$ cat src/gpb_consts.svh
`ifndef GPB_CONSTS_SVH
`define GPB_CONSTS_SVH

// ****************************************************************
// Register offsets
// ****************************************************************
`define GPB_OFF_PORT 8'h00
`define GPB_OFF_LATCH 8'h01
`define GPB_OFF_DIR 8'h02
`define GPB_OFF_ICTL_MAIN 8'h03
`define GPB_OFF_ICTL_EDGE 8'h04
`define GPB_OFF_ICTL_EXT 8'h05

// ****************************************************************
// Field positions
// ****************************************************************
`define GPB_BIT_CHANGE_FLAG 0
`define GPB_BIT_CHANGE_IRQ_EN 3
`define GPB_BIT_PULLUP_DIS_N 7
`define GPB_BIT_CHANGE_IRQ_PRI 0
`define GPB_PIN_CH2 3
`define GPB_PIN_PROG_CLK 6
`define GPB_PIN_PROG_DATA 7
`define GPB_CHG_LSB 4
`define GPB_CHG_MSB 7
`define GPB_EXT_IRQ_MSB 3

// ****************************************************************
// Reset values
// ****************************************************************
`define GPB_RST_LATCH 8'h00
`define GPB_RST_DIR 8'hFF
`define GPB_RST_ICTL_MAIN 8'h00
`define GPB_RST_ICTL_EDGE 8'hFF
`define GPB_RST_ICTL_EXT 8'h00
`define GPB_RST_RDATA 8'h00
`define GPB_RST_SNAP 4'h0

`endif

$ cat src/gpb_pkg.sv
// ****************************************************************
// Types shared by the port logic
// ****************************************************************
package gpb_pkg;

   // Source that drives one pad
   typedef enum logic [1:0] {
      GPB_DRV_HIZ = 2'b00,
      GPB_DRV_LATCH = 2'b01,
      GPB_DRV_CH2 = 2'b10,
      GPB_DRV_PROG = 2'b11
   } gpb_drv_t;

   typedef logic [7:0] gpb_byte_t;

   typedef logic [3:0] gpb_nib_t;

endpackage

$ cat src/gpb_chg_if.sv
`timescale 1ns/1ps

// ****************************************************************
// Port logic to change detector
// ****************************************************************
interface gpb_chg_if;

   gpb_pkg::gpb_nib_t pins;
   gpb_pkg::gpb_nib_t cmp_mask;
   logic refresh;
   logic mismatch;

   modport port (
      output pins,
      output cmp_mask,
      output refresh,
      input mismatch
   );

   modport det (
      input pins,
      input cmp_mask,
      input refresh,
      output mismatch
   );

endinterface

$ cat src/gpb_chg_det.sv
`timescale 1ns/1ps
`include "gpb_consts.svh"

module gpb_chg_det (
   // Clock, reset, enable
   input wire logic i_clk,
   input wire logic i_sys_rst,
   input wire logic i_ce,
   // Port side
   gpb_chg_if.det chg
);

   gpb_pkg::gpb_nib_t snap_r;
   logic primed_r;
   wire logic take_snap;
   wire gpb_pkg::gpb_nib_t diff;

   // Snapshot loads the pins in the first enabled cycle after reset, then only on refresh
   assign take_snap = chg.refresh | ~primed_r;
   assign diff = (chg.pins ^ snap_r) & chg.cmp_mask;

   // A refresh ends the mismatch in its own cycle
   assign chg.mismatch = (|diff) & ~take_snap;

   always_ff @(posedge i_clk) begin
      if (i_sys_rst) begin
         snap_r <= `GPB_RST_SNAP;
         primed_r <= 1'b0;
      end else if (i_ce) begin
         primed_r <= 1'b1;
         if (take_snap) begin
            snap_r <= chg.pins;
         end
      end
   end

endmodule // gpb_chg_det

$ cat src/gpb_port.sv
// Added by the designer: the register addresses and the plain strobed port.
`timescale 1ns/1ps
`include "gpb_consts.svh"


module gpb_port (
   // Clock, reset, enable
   input wire logic i_clk,
   input wire logic i_sys_rst,
   input wire logic i_ce,
   // Register port
   input wire logic [7:0] i_addr,
   input wire logic [7:0] i_wdata,
   input wire logic i_wr,
   input wire logic i_rd,
   input wire logic i_wr_move_dst,
   output logic [7:0] o_rdata,
   // Port pins
   input wire logic [7:0] i_pin,
   output logic [7:0] o_pin_out,
   output logic [7:0] o_pin_oe,
   output logic [7:0] o_pullup_en,
   // Device configuration
   input wire logic i_pkg_80pin,
   input wire logic i_mcu_mode,
   input wire logic i_ch2_pin_select_cfg,
   input wire logic i_prog_en,
   // Capture/compare/PWM channel 2
   input wire logic i_ch2_out,
   input wire logic i_ch2_out_en,
   output logic o_ch2_capture_in,
   // Programming link
   input wire logic i_program_data_out,
   input wire logic i_program_data_oe,
   output logic o_program_clock_in,
   output logic o_program_data_in,
   // External interrupt feeds
   output logic [3:0] o_ext_irq_in,
   // Change interrupt
   output logic o_change_flag,
   output logic o_change_irq,
   output logic o_change_irq_hi_pri,
   output logic o_wake_req
);

   // ****************************************************************
   // Decode helper
   // ****************************************************************
   function automatic logic reg_hit(input logic [7:0] addr, input logic [7:0] off);
      reg_hit = (addr == off);
   endfunction

   // ****************************************************************
   // State
   // ****************************************************************
   gpb_pkg::gpb_byte_t pin_meta_r;
   gpb_pkg::gpb_byte_t pin_sync_r;
   gpb_pkg::gpb_byte_t latch_r;
   gpb_pkg::gpb_byte_t dir_r;
   gpb_pkg::gpb_byte_t ictl_main_r;
   gpb_pkg::gpb_byte_t ictl_edge_r;
   gpb_pkg::gpb_byte_t ictl_ext_r;
   gpb_pkg::gpb_byte_t rdata_r;
   gpb_pkg::gpb_byte_t pin_out_r;
   gpb_pkg::gpb_byte_t pin_oe_r;
   gpb_pkg::gpb_byte_t pullup_en_r;
   logic [3:0] ext_irq_r;
   logic ch2_cap_r;
   logic prog_clk_r;
   logic prog_data_r;
   logic change_irq_r;
   logic change_pri_r;
   logic wake_r;

   // ****************************************************************
   // Register decode
   // ****************************************************************
   wire logic wr_port = i_wr & reg_hit(i_addr, `GPB_OFF_PORT);
   wire logic wr_latch = i_wr & reg_hit(i_addr, `GPB_OFF_LATCH);
   wire logic wr_dir = i_wr & reg_hit(i_addr, `GPB_OFF_DIR);
   wire logic wr_main = i_wr & reg_hit(i_addr, `GPB_OFF_ICTL_MAIN);
   wire logic wr_edge = i_wr & reg_hit(i_addr, `GPB_OFF_ICTL_EDGE);
   wire logic wr_ext = i_wr & reg_hit(i_addr, `GPB_OFF_ICTL_EXT);
   wire logic rd_port = i_rd & reg_hit(i_addr, `GPB_OFF_PORT);

   // ****************************************************************
   // Configuration terms
   // ****************************************************************
   // Plain microcontroller mode keeps channel 2 on its other alternate pin
   wire logic ch2_routed = i_pkg_80pin & ~i_mcu_mode & ~i_ch2_pin_select_cfg;
   wire logic pullup_on = ~ictl_edge_r[`GPB_BIT_PULLUP_DIS_N];
   wire logic flag_now = ictl_main_r[`GPB_BIT_CHANGE_FLAG];
   wire logic irq_en = ictl_main_r[`GPB_BIT_CHANGE_IRQ_EN];

   // Pins owned by the programming link
   wire gpb_pkg::gpb_byte_t prog_mask = i_prog_en ?
      8'hC0 : 8'h00;

   // ****************************************************************
   // Pad drive selection
   // ****************************************************************
   gpb_pkg::gpb_byte_t pin_out_nxt;
   gpb_pkg::gpb_byte_t pin_oe_nxt;
   gpb_pkg::gpb_byte_t pullup_nxt;

   genvar gi;
   generate
      for (gi = 0; gi < 8; gi = gi + 1) begin : g_pad
         gpb_pkg::gpb_drv_t sel;
         if (gi == `GPB_PIN_PROG_CLK || gi == `GPB_PIN_PROG_DATA) begin : g_prog
            assign sel = i_prog_en ? gpb_pkg::GPB_DRV_PROG :
               dir_r[gi] ? gpb_pkg::GPB_DRV_HIZ :
               gpb_pkg::GPB_DRV_LATCH;
         end else if (gi == `GPB_PIN_CH2) begin : g_ch2
            // Direction must be cleared by software for the override to show
            assign sel = dir_r[gi] ? gpb_pkg::GPB_DRV_HIZ :
               (ch2_routed & i_ch2_out_en) ? gpb_pkg::GPB_DRV_CH2 :
               gpb_pkg::GPB_DRV_LATCH;
         end else begin : g_plain
            assign sel = dir_r[gi] ? gpb_pkg::GPB_DRV_HIZ :
               gpb_pkg::GPB_DRV_LATCH;
         end

         always_comb begin
            unique case (sel)
               gpb_pkg::GPB_DRV_HIZ: begin
                  pin_out_nxt[gi] = 1'b0;
                  pin_oe_nxt[gi] = 1'b0;
               end
               gpb_pkg::GPB_DRV_LATCH: begin
                  pin_out_nxt[gi] = latch_r[gi];
                  pin_oe_nxt[gi] = 1'b1;
               end
               gpb_pkg::GPB_DRV_CH2: begin
                  pin_out_nxt[gi] = i_ch2_out;
                  pin_oe_nxt[gi] = 1'b1;
               end
               gpb_pkg::GPB_DRV_PROG: begin
                  // Clock pin is input only; data pin follows the link
                  pin_out_nxt[gi] = (gi == `GPB_PIN_PROG_DATA) & i_program_data_out;
                  pin_oe_nxt[gi] = (gi == `GPB_PIN_PROG_DATA) & i_program_data_oe;
               end
            endcase
         end

         // Weak pull-up only on undriven pins outside programming
         assign pullup_nxt[gi] = pullup_on & ~pin_oe_nxt[gi] & ~prog_mask[gi];
      end
   endgenerate

   // ****************************************************************
   // External interrupt feeds
   // ****************************************************************
   wire logic [3:0] ext_irq_nxt = pin_sync_r[`GPB_EXT_IRQ_MSB:0] &
      dir_r[`GPB_EXT_IRQ_MSB:0];

   // ****************************************************************
   // Change detection
   // ****************************************************************
   gpb_chg_if chg ();

   // Move-destination writes leave the snapshot alone
   wire logic port_access = rd_port | (wr_port & ~i_wr_move_dst);

   assign chg.pins = pin_sync_r[`GPB_CHG_MSB:`GPB_CHG_LSB];
   assign chg.cmp_mask = dir_r[`GPB_CHG_MSB:`GPB_CHG_LSB] &
      ~prog_mask[`GPB_CHG_MSB:`GPB_CHG_LSB];
   assign chg.refresh = port_access & i_ce;

   gpb_chg_det u_chg_det (
      .i_clk(i_clk),
      .i_sys_rst(i_sys_rst),
      .i_ce(i_ce),
      .chg(chg)
   );

   // Hardware set beats a same-cycle software clear
   wire logic flag_nxt = chg.mismatch |
      (wr_main ? i_wdata[`GPB_BIT_CHANGE_FLAG] : flag_now);

   wire gpb_pkg::gpb_byte_t main_nxt = wr_main ?
      {i_wdata[7:1], flag_nxt} : {ictl_main_r[7:1], flag_nxt};

   // ****************************************************************
   // Read data
   // ****************************************************************
   // Port reads show pin levels; programming pins read as zero
   wire gpb_pkg::gpb_byte_t port_view = pin_sync_r & ~prog_mask;

   wire gpb_pkg::gpb_byte_t rdata_nxt =
      ~i_rd ? `GPB_RST_RDATA :
      reg_hit(i_addr, `GPB_OFF_PORT) ? port_view :
      reg_hit(i_addr, `GPB_OFF_LATCH) ? latch_r :
      reg_hit(i_addr, `GPB_OFF_DIR) ? dir_r :
      reg_hit(i_addr, `GPB_OFF_ICTL_MAIN) ? ictl_main_r :
      reg_hit(i_addr, `GPB_OFF_ICTL_EDGE) ? ictl_edge_r :
      reg_hit(i_addr, `GPB_OFF_ICTL_EXT) ? ictl_ext_r :
      `GPB_RST_RDATA;

   // ****************************************************************
   // Pin synchroniser
   // ****************************************************************
   always_ff @(posedge i_clk) begin
      if (i_sys_rst) begin
         pin_meta_r <= 8'h00;
         pin_sync_r <= 8'h00;
      end else if (i_ce) begin
         pin_meta_r <= i_pin;
         pin_sync_r <= pin_meta_r;
      end
   end

   // ****************************************************************
   // Software registers
   // ****************************************************************
   always_ff @(posedge i_clk) begin
      if (i_sys_rst) begin
         latch_r <= `GPB_RST_LATCH;
         dir_r <= `GPB_RST_DIR;
         ictl_main_r <= `GPB_RST_ICTL_MAIN;
         ictl_edge_r <= `GPB_RST_ICTL_EDGE;
         ictl_ext_r <= `GPB_RST_ICTL_EXT;
      end else if (i_ce) begin
         // Either address loads the same latch
         if (wr_port | wr_latch) begin
            latch_r <= i_wdata;
         end
         if (wr_dir) begin
            dir_r <= i_wdata;
         end
         ictl_main_r <= main_nxt;
         if (wr_edge) begin
            ictl_edge_r <= i_wdata;
         end
         if (wr_ext) begin
            ictl_ext_r <= i_wdata;
         end
      end
   end

   // ****************************************************************
   // Registered outputs
   // ****************************************************************
   // Pads lag their controls by one cycle so every output is a flop
   always_ff @(posedge i_clk) begin
      if (i_sys_rst) begin
         rdata_r <= `GPB_RST_RDATA;
         pin_out_r <= 8'h00;
         pin_oe_r <= 8'h00;
         pullup_en_r <= 8'h00;
         ext_irq_r <= 4'h0;
      end else if (i_ce) begin
         rdata_r <= rdata_nxt;
         pin_out_r <= pin_out_nxt;
         pin_oe_r <= pin_oe_nxt;
         pullup_en_r <= pullup_nxt;
         ext_irq_r <= ext_irq_nxt;
      end
   end

   always_ff @(posedge i_clk) begin
      if (i_sys_rst) begin
         ch2_cap_r <= 1'b0;
         prog_clk_r <= 1'b0;
         prog_data_r <= 1'b0;
         change_irq_r <= 1'b0;
         change_pri_r <= 1'b0;
         wake_r <= 1'b0;
      end else if (i_ce) begin
         ch2_cap_r <= ch2_routed & dir_r[`GPB_PIN_CH2] & pin_sync_r[`GPB_PIN_CH2];
         prog_clk_r <= i_prog_en & pin_sync_r[`GPB_PIN_PROG_CLK];
         prog_data_r <= i_prog_en & pin_sync_r[`GPB_PIN_PROG_DATA];
         change_irq_r <= flag_nxt & irq_en;
         change_pri_r <= ictl_edge_r[`GPB_BIT_CHANGE_IRQ_PRI];
         // Wake needs no global enable, only the change enable
         wake_r <= flag_nxt & irq_en;
      end
   end

   assign o_rdata = rdata_r;
   assign o_pin_out = pin_out_r;
   assign o_pin_oe = pin_oe_r;
   assign o_pullup_en = pullup_en_r;
   assign o_ch2_capture_in = ch2_cap_r;
   assign o_program_clock_in = prog_clk_r;
   assign o_program_data_in = prog_data_r;
   assign o_ext_irq_in = ext_irq_r;
   assign o_change_flag = flag_now;
   assign o_change_irq = change_irq_r;
   assign o_change_irq_hi_pri = change_pri_r;
   assign o_wake_req = wake_r;

endmodule // gpb_port

$ cat config.mk
export PLATFORM = sky130hd
export DESIGN_NAME = gpb_port
export DESIGN_NICKNAME = d
export VERILOG_FILES = /design/src/gpb_pkg.sv /design/src/gpb_chg_if.sv /design/src/gpb_chg_det.sv /design/src/gpb_port.sv
export VERILOG_INCLUDE_DIRS = /design/src
export SDC_FILE = /design/constraint.sdc
export NUM_CORES = 1
export LEC_CHECK = 0
export BUFFER_PORTS_ARGS = -buffer_cell sky130_fd_sc_hd__clkbuf_2
export CAP_MARGIN = 20
export CORE_UTILIZATION = 55
export DETAILED_ROUTE_END_ITERATION = 6
export PLACE_DENSITY = 0.78
export SETUP_SLACK_MARGIN = 0.1
export SYNTH_ARGS = -nofsm -noshare
export SYNTH_HDL_FRONTEND = slang
export SYNTH_HIERARCHICAL = 1
export SYNTH_SLANG_ARGS = --single-unit
$ cat constraint.sdc
create_clock -name i_clk -period 4.15 [get_ports i_clk]
set_clock_uncertainty 0.1 [all_clocks]
set_input_delay 0.83 -clock i_clk [delete_from_list [all_inputs] [get_ports i_clk]]
set_output_delay 0.83 -clock i_clk [all_outputs]
set_load 0.1 [all_outputs]
# --- Word-level counts from Yosys, hierarchy flattened ---
# Cells that the tools add are included.
totals:
  regBits: 102
  input_bits: 38
  out_inout_bits: 43
  elab_cells: 183
classes:
  n_mux: 36
  eq_ne: 29
  bitwise: 67
  reduce_logical: 31
op_table:
  columns: ["op", "count"]
  rows:
  - ["8-bit two-way mux", 8]
  - ["1-bit AND", 34]
  - ["2-bit OR reduction", 15]
  - ["1-bit case mux with 3 select lines", 8]
  - ["1-bit NOT", 22]
  - ["1-bit by 2-bit equality test with 1-bit output (second input constant)", 8]
  - ["2-bit equality test (second input constant)", 8]
  - ["8-bit by 2-bit equality test with 1-bit output (second input constant)", 2]
  - ["8-bit by 3-bit equality test with 1-bit output (second input constant)", 2]
  - ["2-bit zero test", 8]
  - ["1-bit case mux with 2 select lines", 7]
  - ["4-bit AND", 3]
  - ["2-bit AND reduction", 6]
  - ["8-bit AND", 1]
  - ["2-bit by 1-bit equality test with 1-bit output (second input constant)", 4]
  - ["8-bit by 1-bit equality test with 1-bit output (second input constant)", 1]
  - ["8-bit zero test", 1]
  - ["1-bit two-way mux", 8]
  - ["2-bit two-way mux", 4]
  - ["8-bit NOT", 1]
  - ["1-bit equality test (second input constant)", 4]
  - ["4-bit NOT", 1]
  - ["1-bit bitwise OR", 4]
  - ["1-bit case mux with 4 select lines", 1]
  - ["2 further kinds", 2]

# --- Longest topological paths before layout ---
# Gate-level depths: netlist of the first run.
depth:
  ltp_word: 12
  mapped_depth: 10
  ltp_nobuf: 8

# --- Modules after synthesis ---
# The synthesis of the first run kept the hierarchy.
modules_own_cells:
  columns: ["module", "n_inst", "area_each_um2", "cells_per_inst", "seq_area_each_um2"]
  rows:
  - ["gpb_port", 1, 4072.7, 442, 1941.9]
  - ["gpb_chg_det", 1, 241.5, 29, 100.1]

# --- Least setup slack after synthesis of the first run ---
# Ideal clock, no wire load.
synth_timing:
  path_type: "input to register"
  startpoint: "input port i_ce"
  endpoint: "register ictl_main_r[0]"
  t_required_ns: 3.964
  n_path_buf: 3
  setup_slack_ns: 1.227
  setup_ns: 0.086
  path_stages: 10
  t_arrival_ns: 2.737
  cell_sequence: "clkbuf_1 -> inv_1 -> buf_1 -> clkbuf_1 -> nor4_1 -> nand2b_1 -> a21oi_1 -> nor2_1 -> mux2_2 -> a211oi_1"
synth_via:
  elab_chain_len: 5
synth_lines:
  columns: ["element", "line_no", "text"]
  rows:
  - ["start, declared", "gpb_port.sv:10", "input wire logic i_ce,"]
  - ["1-bit AND", "gpb_port.sv:168", "assign chg.refresh = port_access & i_ce;"]
  - ["net chg.refresh", "gpb_chg_if.sv:10", "logic refresh;"]
  - ["1-bit bitwise OR", "gpb_chg_det.sv:19", "assign take_snap = chg.refresh | ~primed_r;"]
  - ["1-bit NOT", "gpb_chg_det.sv:23", "assign chg.mismatch = (|diff) & ~take_snap;"]
  - ["1-bit AND", "gpb_chg_det.sv:23", null]
  - ["net chg.mismatch", "gpb_chg_if.sv:11", "logic mismatch;"]
  - ["1-bit bitwise OR", "gpb_port.sv:178", "wire logic flag_nxt = chg.mismatch |"]
  - ["end signal, assigned", "gpb_port.sv:220", "ictl_main_r <= `GPB_RST_ICTL_MAIN;"]
  - ["end signal, assigned", "gpb_port.sv:231", "ictl_main_r <= main_nxt;"]
  - ["end, declared", "gpb_port.sv:60", "gpb_pkg::gpb_byte_t ictl_main_r;"]
# The timed path passes the listed nets, and every way through them passes these cells.
# A chain may end at the register's enable or synchronous reset.

# --- Final worst setup path of the first run ---
layout_timing:
  startpoint: "input port i_addr[4]"
  endpoint: "register latch_r[4]"
layout_via:
  elab_chain_len: 4
  word_cells_on_any_way: 6
  cone_classes: "1 x eq/ne; 3 x bitwise; 2 x reduce/logical"
layout_lines:
  columns: ["element", "line_no", "text"]
  rows:
  - ["start, declared", "gpb_port.sv:12", "input wire logic [7:0] i_addr,"]
  - ["8-bit by 1-bit equality test with 1-bit output / 8-bit zero test (equally long branches)", "gpb_port.sv:50", "reg_hit = (addr == off);"]
  - ["1-bit AND (on tied branches)", "gpb_port.sv:79, gpb_port.sv:78", null]
  - ["1-bit bitwise OR (*)", "gpb_port.sv:225", "if (wr_port | wr_latch) begin"]
  - ["2-bit AND reduction (no line) (*)", null, null]
  - ["end signal, assigned", "gpb_port.sv:218", "latch_r <= `GPB_RST_LATCH;"]
  - ["end signal, assigned", "gpb_port.sv:226", "latch_r <= i_wdata;"]
  - ["end, declared", "gpb_port.sv:58", "gpb_pkg::gpb_byte_t latch_r;"]
# Every way passes the cells marked *; elsewhere a longest branch is shown, timed or not.

==> out/results.ini, run 1 <==
[synth]
yosys.area_share.simple_pct=20.6
synth-seq-cells=102
ys_top_cells_by_count=102 x dfxtp_1, 76 x nor2_1, 63 x mux2i_1
synth_flop_cell=dfxtp_1
synth_area_leaders=dfxtp_1 47%, mux2i_1 15%, nor2_1 6.6%
synth_compound_gate_area_share_pct=12.6
muxShareOfSynthArea_pct=15.1
yosysTopAreaCell=dfxtp_1
synthAdderAreaFrac_pct=0
yosys_warnings=6
synth_top_area_share_pct=47.3
synth_area_sq_um=4310
ys_seq_area_share_pct=47.3
synth_top_family_by_area=simple AND/OR/NAND/NOR gates
synth_nets=509
synth-edff-count=0
synth_cells=471
synth_most_common_cell=dfxtp_1
netlist-cell-type-count=40
post_synth.cell_area_avg_sq_um=9.16
synth-xor-area-share_pct=0.812
synthArstFlopShare_pct=0

[sta]
min_period_ns=2.80
timing.final.crit_share_pct=67.4
final.setup.tns_ns=0
hold_ws_ns=0.371
slew_headroom_pct=46.2
rsz0062_at_grt=no
final_max_slew_viol_count=0
fmax_mhz=358
hold_viol_final=0
finalSetupViolCount=0
worstMarginPinSlew_ns=0.800

[die]
fp.dieW_microns=90.6
dieArea_sq_um=8200
start_util_pct=58.2
die_height_microns=90.6
rows=31
io_pins=81
core_area_sq_um=7410

[cells_and_area]
instances_no_fill=634
final_nets=568
drive_gt1_share_pct=20.6
antenna_cells=0
final_cell_area_sq_um=4920
syn_to_final_growth_pct=14.1

[power]
total_power_mw=1.81
p_per_area_nw_per_um2=368
power_leakage_nw=1.97
peakVddDrop_mv=0.280

[worst_setup_path]
required_ns=4.35
worstPathMaxFanout=8
crit_path_start_kind=primary input
crit_chain=clkbuf_2 -> or4_1 -> or4b_4 -> nor3_4 -> mux2i_1
arrival_ns=2.99
endpoint_kind=flip-flop
r2r-start=dir_r[6]
slowest_delay_ns=0.72
crit_start=i_addr[4]
worstSetupPathType=primary input to flip-flop
slowest_stage=or4_1

[detailed_routing]
drc=0
vias_per_cell=5.91
postRouteAntennaNets=0
drt-initial-drc-count=257
routed_wl_microns=10800
dr.pass1.iters=6
wl_per_cell_microns=17.0
vias=3750

[clock_network]
cts.repair.resized=0
cts-root-buf=clkbuf_8
cts_buffer_depth=2
clkTransAtPathRegs_ns=0.10
holdBufCountCts=0
insertion_delay_ns=0.37
post_cts_buffers=0
cts-buffers-inserted=9
cts_max_level=3
cts.sinks=102
cts_tree=built

[place]
placed_cells=618
io_buffers=80
dp_hpwl_microns=7370
gp_congestion=0.854
place_area_sq_um=4720

[hold_path]
hold_class=flip-flop to flip-flop
holdCritStartpoint=o_ext_irq_in[2]

[flow_run]
maxCapViolCount=0

[grt]
overflow=0
grt_max_degree=65
track_usage_pct=27.1
grt_pass1_vias=3524
grt_pass1_wl_microns=17600
antenna_found_initial=0

[run_status]
outcome=completed

metrics by stage:
| stage | setup WS [ns] | utilization, % |
|---|---|---|
| 2_1_floorplan | 1.23 | - |
| 3_3_place_gp | 1.06 | 63.7 |
| 6_report | 1.35 | 66.4 |
| 4_1_cts | 1.36 | 66.4 |
| 5_1_grt | 1.14 | 66.4 |
| 3_5_place_dp | 0.983 | 63.7 |
area by class of cell:
type,instances,area [sq um]
fill,622,2490
multi-input combinational,331,2120
sequential,102,2040
timing repair buffer,83,423
clock buffer,10,138
tap,99,124
clock inverter,6,62.6
inverter,3,11.3
layer usage:
layer / GRT usage [%] / up-vias / wire length (microns)
met5: 0 / - / 0
li1: - / 1777 / -
met4: 10.1 / 0 / 239
met1: 36.4 / 1790 / 4750
met3: 4.46 / 26 / 677
met2: 43.5 / 157 / 5090
cells by family (layout without fill, tap and decap cells):
kind of cell              count (synthesis)  in the layout
buffers and inverters                    38            102
and+or+nand+nor                         179            179
DFF                                     102            102
xor gates and xnor gates                  4              4
muxes                                    65             65
AOI/OAI and AO/OA                        83             83
where the power goes:
group	total [mW]	internal, mW	switching [mW]
sequential	1.00	0.994	0.0111
combinational	0.184	0.0495	0.135
clock	0.622	0.251	0.372
total	1.81	1.29	0.518
worst max-delay path, delay by kind of cell:
kind	cells	cell delay [ns]
buf+inv	1	0.07
mux	1	0.26
simple gates	3	1.82
final timing paths:
kind	endpoint	slack [ns]	cells past startpoint
setup / recovery	latch_r[4]	1.35	5
hold / removal	o_ext_irq_in[2]	0.37	2
setup reg to reg	o_wake_req	2.43	6
hold reg to reg	o_ext_irq_in[2]	0.37	2
cells in the final DEF (no fill, tap or decap), types with 2 or more instances in the layout:
| cell | count |
|---|---|
| inv_6 | 2 |
| nor4_4 | 2 |
| nor2_1 | 76 |
| clkinv_4 | 2 |
| nand3b_1 | 13 |
| o22ai_1 | 2 |
| clkbuf_2 | 80 |
| a22o_1 | 8 |
| a32oi_1 | 2 |
| buf_4 | 3 |
| or4_1 | 2 |
| a21oi_1 | 29 |
| dfxtp_1 | 102 |
| a211oi_1 | 9 |
| nand3_1 | 12 |
| nand2b_1 | 6 |
| nor3_1 | 2 |
| o211ai_1 | 6 |
| inv_1 | 2 |
| nand2_1 | 49 |
| o21ai_0 | 10 |
| mux2i_1 | 63 |
| nand4b_1 | 2 |
| clkbuf_8 | 10 |
| o221ai_1 | 6 |
| nor2b_1 | 4 |
| a22oi_1 | 10 |
| xor2_1 | 4 |
| mux2_2 | 2 |
Note: power is estimated with default switching activity, not from simulation.
==> inputs of run 2 (changes only) <==
--- a/config.mk
+++ b/config.mk
@@ -6,11 +6,12 @@
 export SDC_FILE = /design/constraint.sdc
 export NUM_CORES = 1
 export LEC_CHECK = 0
+export ABC_AREA = 1
 export BUFFER_PORTS_ARGS = -buffer_cell sky130_fd_sc_hd__clkbuf_2
 export CAP_MARGIN = 20
-export CORE_UTILIZATION = 55
+export CORE_UTILIZATION = 50
 export DETAILED_ROUTE_END_ITERATION = 6
-export PLACE_DENSITY = 0.78
+export PLACE_DENSITY = 0.75
 export SETUP_SLACK_MARGIN = 0.1
 export SYNTH_ARGS = -nofsm -noshare
 export SYNTH_HDL_FRONTEND = slang
==> constraint.sdc (replaced) <==
create_clock -name i_clk -period 2.29 [get_ports i_clk]
set_clock_uncertainty 0.1 [all_clocks]
set_input_delay 0.458 -clock i_clk [delete_from_list [all_inputs] [get_ports i_clk]]
set_output_delay 0.458 -clock i_clk [all_outputs]
set_load 0.1 [all_outputs]
==> run 2 against run 1 <==
- non-clock buffer count grew 7
- clock power grew 72%
- core utilization shrank 7.3 points
- hold slack got worse by 0.18 ns
- sequential share of layout area decreased by 1.7 points
- combinational power increased by 94%
- cell count increased by 24%
- sequential power up 83%
- critical endpoint is now o_change_flag
- total power rose by 80%
- critical path depth down 4
- highest routed layer unchanged
- first-iteration DRC count down 16%
- register-to-register slack lost 1.6 ns
==> out/results.ini, run 2 <==
[clock_network]
cts-buffers-inserted=9
post_cts_buffers=0
clkTransAtPathRegs_ns=0.11
insertion_delay_ns=0.38
cts_tree=built
cts_max_level=3
cts.repair.resized=0
cts.sinks=102
cts_buffer_depth=2
cts-root-buf=clkbuf_8
holdBufCountCts=0

[sta]
final_max_slew_viol_count=0
hold_viol_final=0
worstMarginPinSlew_ns=0.549
fmax_mhz=547
finalSetupViolCount=0
slew_headroom_pct=63.5
timing.final.crit_share_pct=79.8
final.setup.tns_ns=0
timing.final.ws_setup_ns=0.462
rsz0062_at_grt=no
min_period_ns=1.83

[worst_setup_path]
slowest_stage=clkbuf_2
crit_path_start_kind=flip-flop
worstPathMaxFanout=4
cpLargestDelayFamily=buffers and inverters
worstSetupPathType=flip-flop to output port
slowest_delay_ns=0.49
crit_chain=clkbuf_2
required_ns=1.73
path_buf_inv=1
arrival_ns=1.27
endpoint_kind=output port

[flow_run]
maxCapViolCount=0

[synth]
synth_cells=600
ys_top_cells_by_count=134 x nand2_1, 102 x dfxtp_1, 71 x a21oi_1
yosysTopAreaCell=dfxtp_1
synthArstFlopShare_pct=0
synth_flop_cell=dfxtp_1
synth-edff-count=0
synth-seq-cells=102
synth_nets=638
netlist-cell-type-count=32
yosys_warnings=6
synth_most_common_cell=nand2_1
post_synth.cell_area_avg_sq_um=7.41
synth_top_area_share_pct=45.9
synth_area_sq_um=4440
ys_seq_area_share_pct=45.9
synth_area_leaders=dfxtp_1 46%, nand2_1 11%, a21oi_1 8.0%

[run_status]
outcome=completed

[grt]
overflow=0
track_usage_pct=25.9
grt_max_degree=62
antenna_found_initial=0
grt_pass1_wl_microns=18000
grt_pass1_vias=3782

[cells_and_area]
final_nets=710
layout_common_cells=134 x nand2_1, 102 x dfxtp_1, 80 x clkbuf_2, 71 x a21oi_1, 64 x nor2_1
fin_util_pct=59.1
n_fill_cell=841
drive_gt1_share_pct=20.9
syn_to_final_growth_pct=15.5
antenna_cells=0
final_common_cell=nand2_1

[die]
fp.dieW_microns=96.3
rows=34
start_util_pct=51.2
dieArea_sq_um=9270
die_height_microns=96.3
core_area_sq_um=8680
io_pins=81

[detailed_routing]
postRouteAntennaNets=0
vias_per_cell=5.22
drc=0
wl_per_cell_microns=14.2
drt-initial-drc-count=217
vias=4096
dr.pass1.iters=5
routed_wl_microns=11100

[place]
io_buffers=80
gp_congestion=0.886
dp_hpwl_microns=7920
place_ws_ns=0.278

[power]
power_leakage_nw=2.35
peakVddDrop_mv=0.421
p_per_area_nw_per_um2=634
total_power_mw=3.26

[hold_path]
hold_class=primary input to flip-flop

## run 2: cell families after synthesis
logic type	after synthesis	synth area share [%]
flip-flops	102	45.9
buffers and inverters	89	8.30
AO/OA/AOI/OAI	141	18.6
AND/OR/NAND/NOR	268	27.2
## run 2: stage by stage
step                area [sq um]  instances  hold slack [ns]
global route                5130        784            0.198
CTS                         5130        784            0.195
detailed placement          4950        769            0.338
finish                      5130        784            0.189
floorplan                   4440        600            0.324
global placement            4950        769            0.334
## run 2: layer usage
metal / track usage (%) / vias up / routed length, microns
met5: 0 / - / 0
met4: 10.8 / 0 / 297
met3: 5.13 / 25 / 671
met2: 41.3 / 146 / 5070
met1: 34.1 / 1834 / 5060
li1: - / 2091 / -
## run 2: final timing paths
kind | start | endpoint | slack [ns] | depth (start not counted)
max | ictl_main_r[0] | o_change_flag | 0.46 | 1
min | i_pin[2] | pin_meta_r[2] | 0.19 | 3
max reg2reg | dir_r[6] | o_wake_req | 0.84 | 10
min reg2reg | ictl_ext_r[3] | ictl_ext_r[3] | 0.35 | 2
## run 2: power by group
part	total (mW)	switching [mW]	internal [mW]
combinational	0.357	0.264	0.0929
clock	1.07	0.660	0.408
sequential	1.83	0.0232	1.81
## run 2: cell type report
cell class / instances / area (sq um) / share of cell area (%)
clock inverters: 6 / 58.8 / 1.15
clock buffers: 9 / 124 / 2.41
inverters: 60 / 225 / 4.39
flip-flops and latches: 102 / 2040 / 39.8
multi-input cells: 409 / 2030 / 39.6
well taps: 108 / 135 / 2.63
repair buffers: 90 / 513 / 10.0
## run 2: tightest hold or removal path, delay by kind of cell
kind,cells,cell delay [ns]
buffers and inverters,1,0.07
AND/OR/NAND/NOR,2,0.11
==> inputs of run 3 (changes only) <==
--- a/config.mk
+++ b/config.mk
@@ -9,9 +9,9 @@
 export ABC_AREA = 1
 export BUFFER_PORTS_ARGS = -buffer_cell sky130_fd_sc_hd__clkbuf_2
 export CAP_MARGIN = 20
-export CORE_UTILIZATION = 50
+export CORE_UTILIZATION = 55
 export DETAILED_ROUTE_END_ITERATION = 6
-export PLACE_DENSITY = 0.75
+export PLACE_DENSITY = 0.78
 export SETUP_SLACK_MARGIN = 0.1
 export SYNTH_ARGS = -nofsm -noshare
 export SYNTH_HDL_FRONTEND = slang
==> constraint.sdc (replaced) <==
create_clock -name i_clk -period 1.9 [get_ports i_clk]
set_clock_uncertainty 0.1 [all_clocks]
set_input_delay 0.38 -clock i_clk [delete_from_list [all_inputs] [get_ports i_clk]]
set_output_delay 0.38 -clock i_clk [all_outputs]
set_load 0.1 [all_outputs]
==> run 3 against run 2 <==
- critical path depth did not move
- total power rose by 21%
- wire length fell by 0.95%
- via count rose by 2.9%
- flip-flop and latch count did not move
- design area rose by 1.0%
- first-iteration DRC count rose by 36%
- sequential share of layout area fell by 0.38 points
- worst setup slack got worse by 0.31 ns
- hold slack got worse by 0.062 ns
- largest power group unchanged
==> out/results.ini, run 3 (synthesis results as in run 2) <==
[clock_network]
cts_max_level=3
clkTransAtPathRegs_ns=0.10
cts.repair.resized=0
holdBufCountCts=0
post_cts_buffers=0
cts-root-buf=clkbuf_8
cts_tree=built
cts.sinks=102
cts-buffers-inserted=9
cts_buffer_depth=2
insertion_delay_ns=0.37

[cells_and_area]
drive_gt1_share_pct=22.0
syn_to_final_growth_pct=16.6
layout_common_cells=134 x nand2_1, 101 x dfxtp_1, 80 x clkbuf_2, 71 x a21oi_1, 64 x nor2_1
multi_input_area_sq_um=2030
instances_no_fill=788
seq_area_sq_um=2040
final_common_cell=nand2_1
final_cell_area_sq_um=5180
n_fill_cell=702
antenna_cells=0
final_nets=719

[place]
io_buffers=80
place_area_sq_um=5000
placed_cells=772
dp_hpwl_microns=8050
gp_congestion=0.888

[power]
power_leakage_nw=2.38
p_per_area_nw_per_um2=758
peakVddDrop_mv=0.466

[worst_setup_path]
path_buf_inv=1
crit_chain=clkbuf_2
slowest_stage=clkbuf_2
worstPathMaxFanout=4
required_ns=1.42
crit_path_start_kind=flip-flop
worstSetupPathType=flip-flop to output port
slowest_delay_ns=0.49
cpLargestDelayFamily=buffers and inverters
arrival_ns=1.27
endpoint_kind=output port

[detailed_routing]
wl_met2_microns=5260
drc=0
drt-initial-drc-count=295
wl_met1_microns=4820
dr_wl_met3_microns=665
routed_wl_microns=11000
dr.pass1.iters=5
vias=4213
top_layer_used=met4
postRouteAntennaNets=0
wl_per_cell_microns=14.0
vias_per_cell=5.35

[die]
io_pins=81
dieArea_sq_um=8440
fp.dieW_microns=91.9
die_height_microns=91.9
start_util_pct=57.2
rows=32
core_area_sq_um=7770

[grt]
grt_pass1_wl_microns=18000
track_usage_pct=27.1
antenna_found_initial=0
grt_pass1_vias=3867
overflow=0
grt_max_degree=50

[flow_run]
maxCapViolCount=0

[sta]
min_period_ns=1.75
worstMarginPinSlew_ns=0.559
slew_headroom_pct=62.9
final.setup.tns_ns=0
timing.final.crit_share_pct=92.1
finalSetupViolCount=0
hold_viol_final=0
rsz0062_at_grt=no
final_max_slew_viol_count=0
fmax_mhz=572

[hold_path]
hold_class=primary input to flip-flop

[run_status]
outcome=completed

[run 3: cell type report]
type	count	share of cell area [%]
sequential	102	39.4
multi-input combinational	409	39.2
timing repair buffer	99	11.0
inverter	60	4.34
clock buffer	10	2.46
tap	102	2.46
clock inverter	6	1.13
[run 3: where the power goes]
| part | internal, mW | total (mW) | leakage [nW] | switching (mW) |
|---|---|---|---|---|
| sequential | 2.18 | 2.21 | 0.829 | 0.0264 |
| combinational | 0.118 | 0.439 | 1.47 | 0.321 |
| clock | 0.499 | 1.29 | 0.0834 | 0.786 |
| total | 2.80 | 3.93 | 2.38 | 1.13 |
[run 3: final timing paths]
kind / start / end / slack, ns / cells after the start
setup reg to reg: dir_r[6] / o_wake_req / 0.33 / 10
hold reg to reg: ictl_ext_r[4] / ictl_ext_r[4] / 0.36 / 2
setup / recovery: ictl_main_r[0] / o_change_flag / 0.15 / 1
hold / removal: i_pin[1] / pin_meta_r[1] / 0.13 / 3
[run 3: stage by stage]
stage | total power, mW | utilization, % | hold WS (ns) | setup WS, ns
2_1_floorplan | 2.55 | - | 0.324 | 0.131
3_3_place_gp | 2.68 | 64.3 | 0.338 | 0.114
3_5_place_dp | 2.69 | 64.3 | 0.345 | 0.0202
4_1_cts | 3.95 | 66.7 | 0.119 | 0.159
5_1_grt | 4.07 | 66.7 | 0.123 | 0.128
6_report | 3.93 | 66.7 | 0.127 | 0.150
[run 3: routing by layer]
metal | vias up | track usage, %
met3 | 21 | 3.48
li1 | 2113 | -
met1 | 1922 | 35.4
met4 | 0 | 11.5
met5 | - | 0
met2 | 157 | 44.9
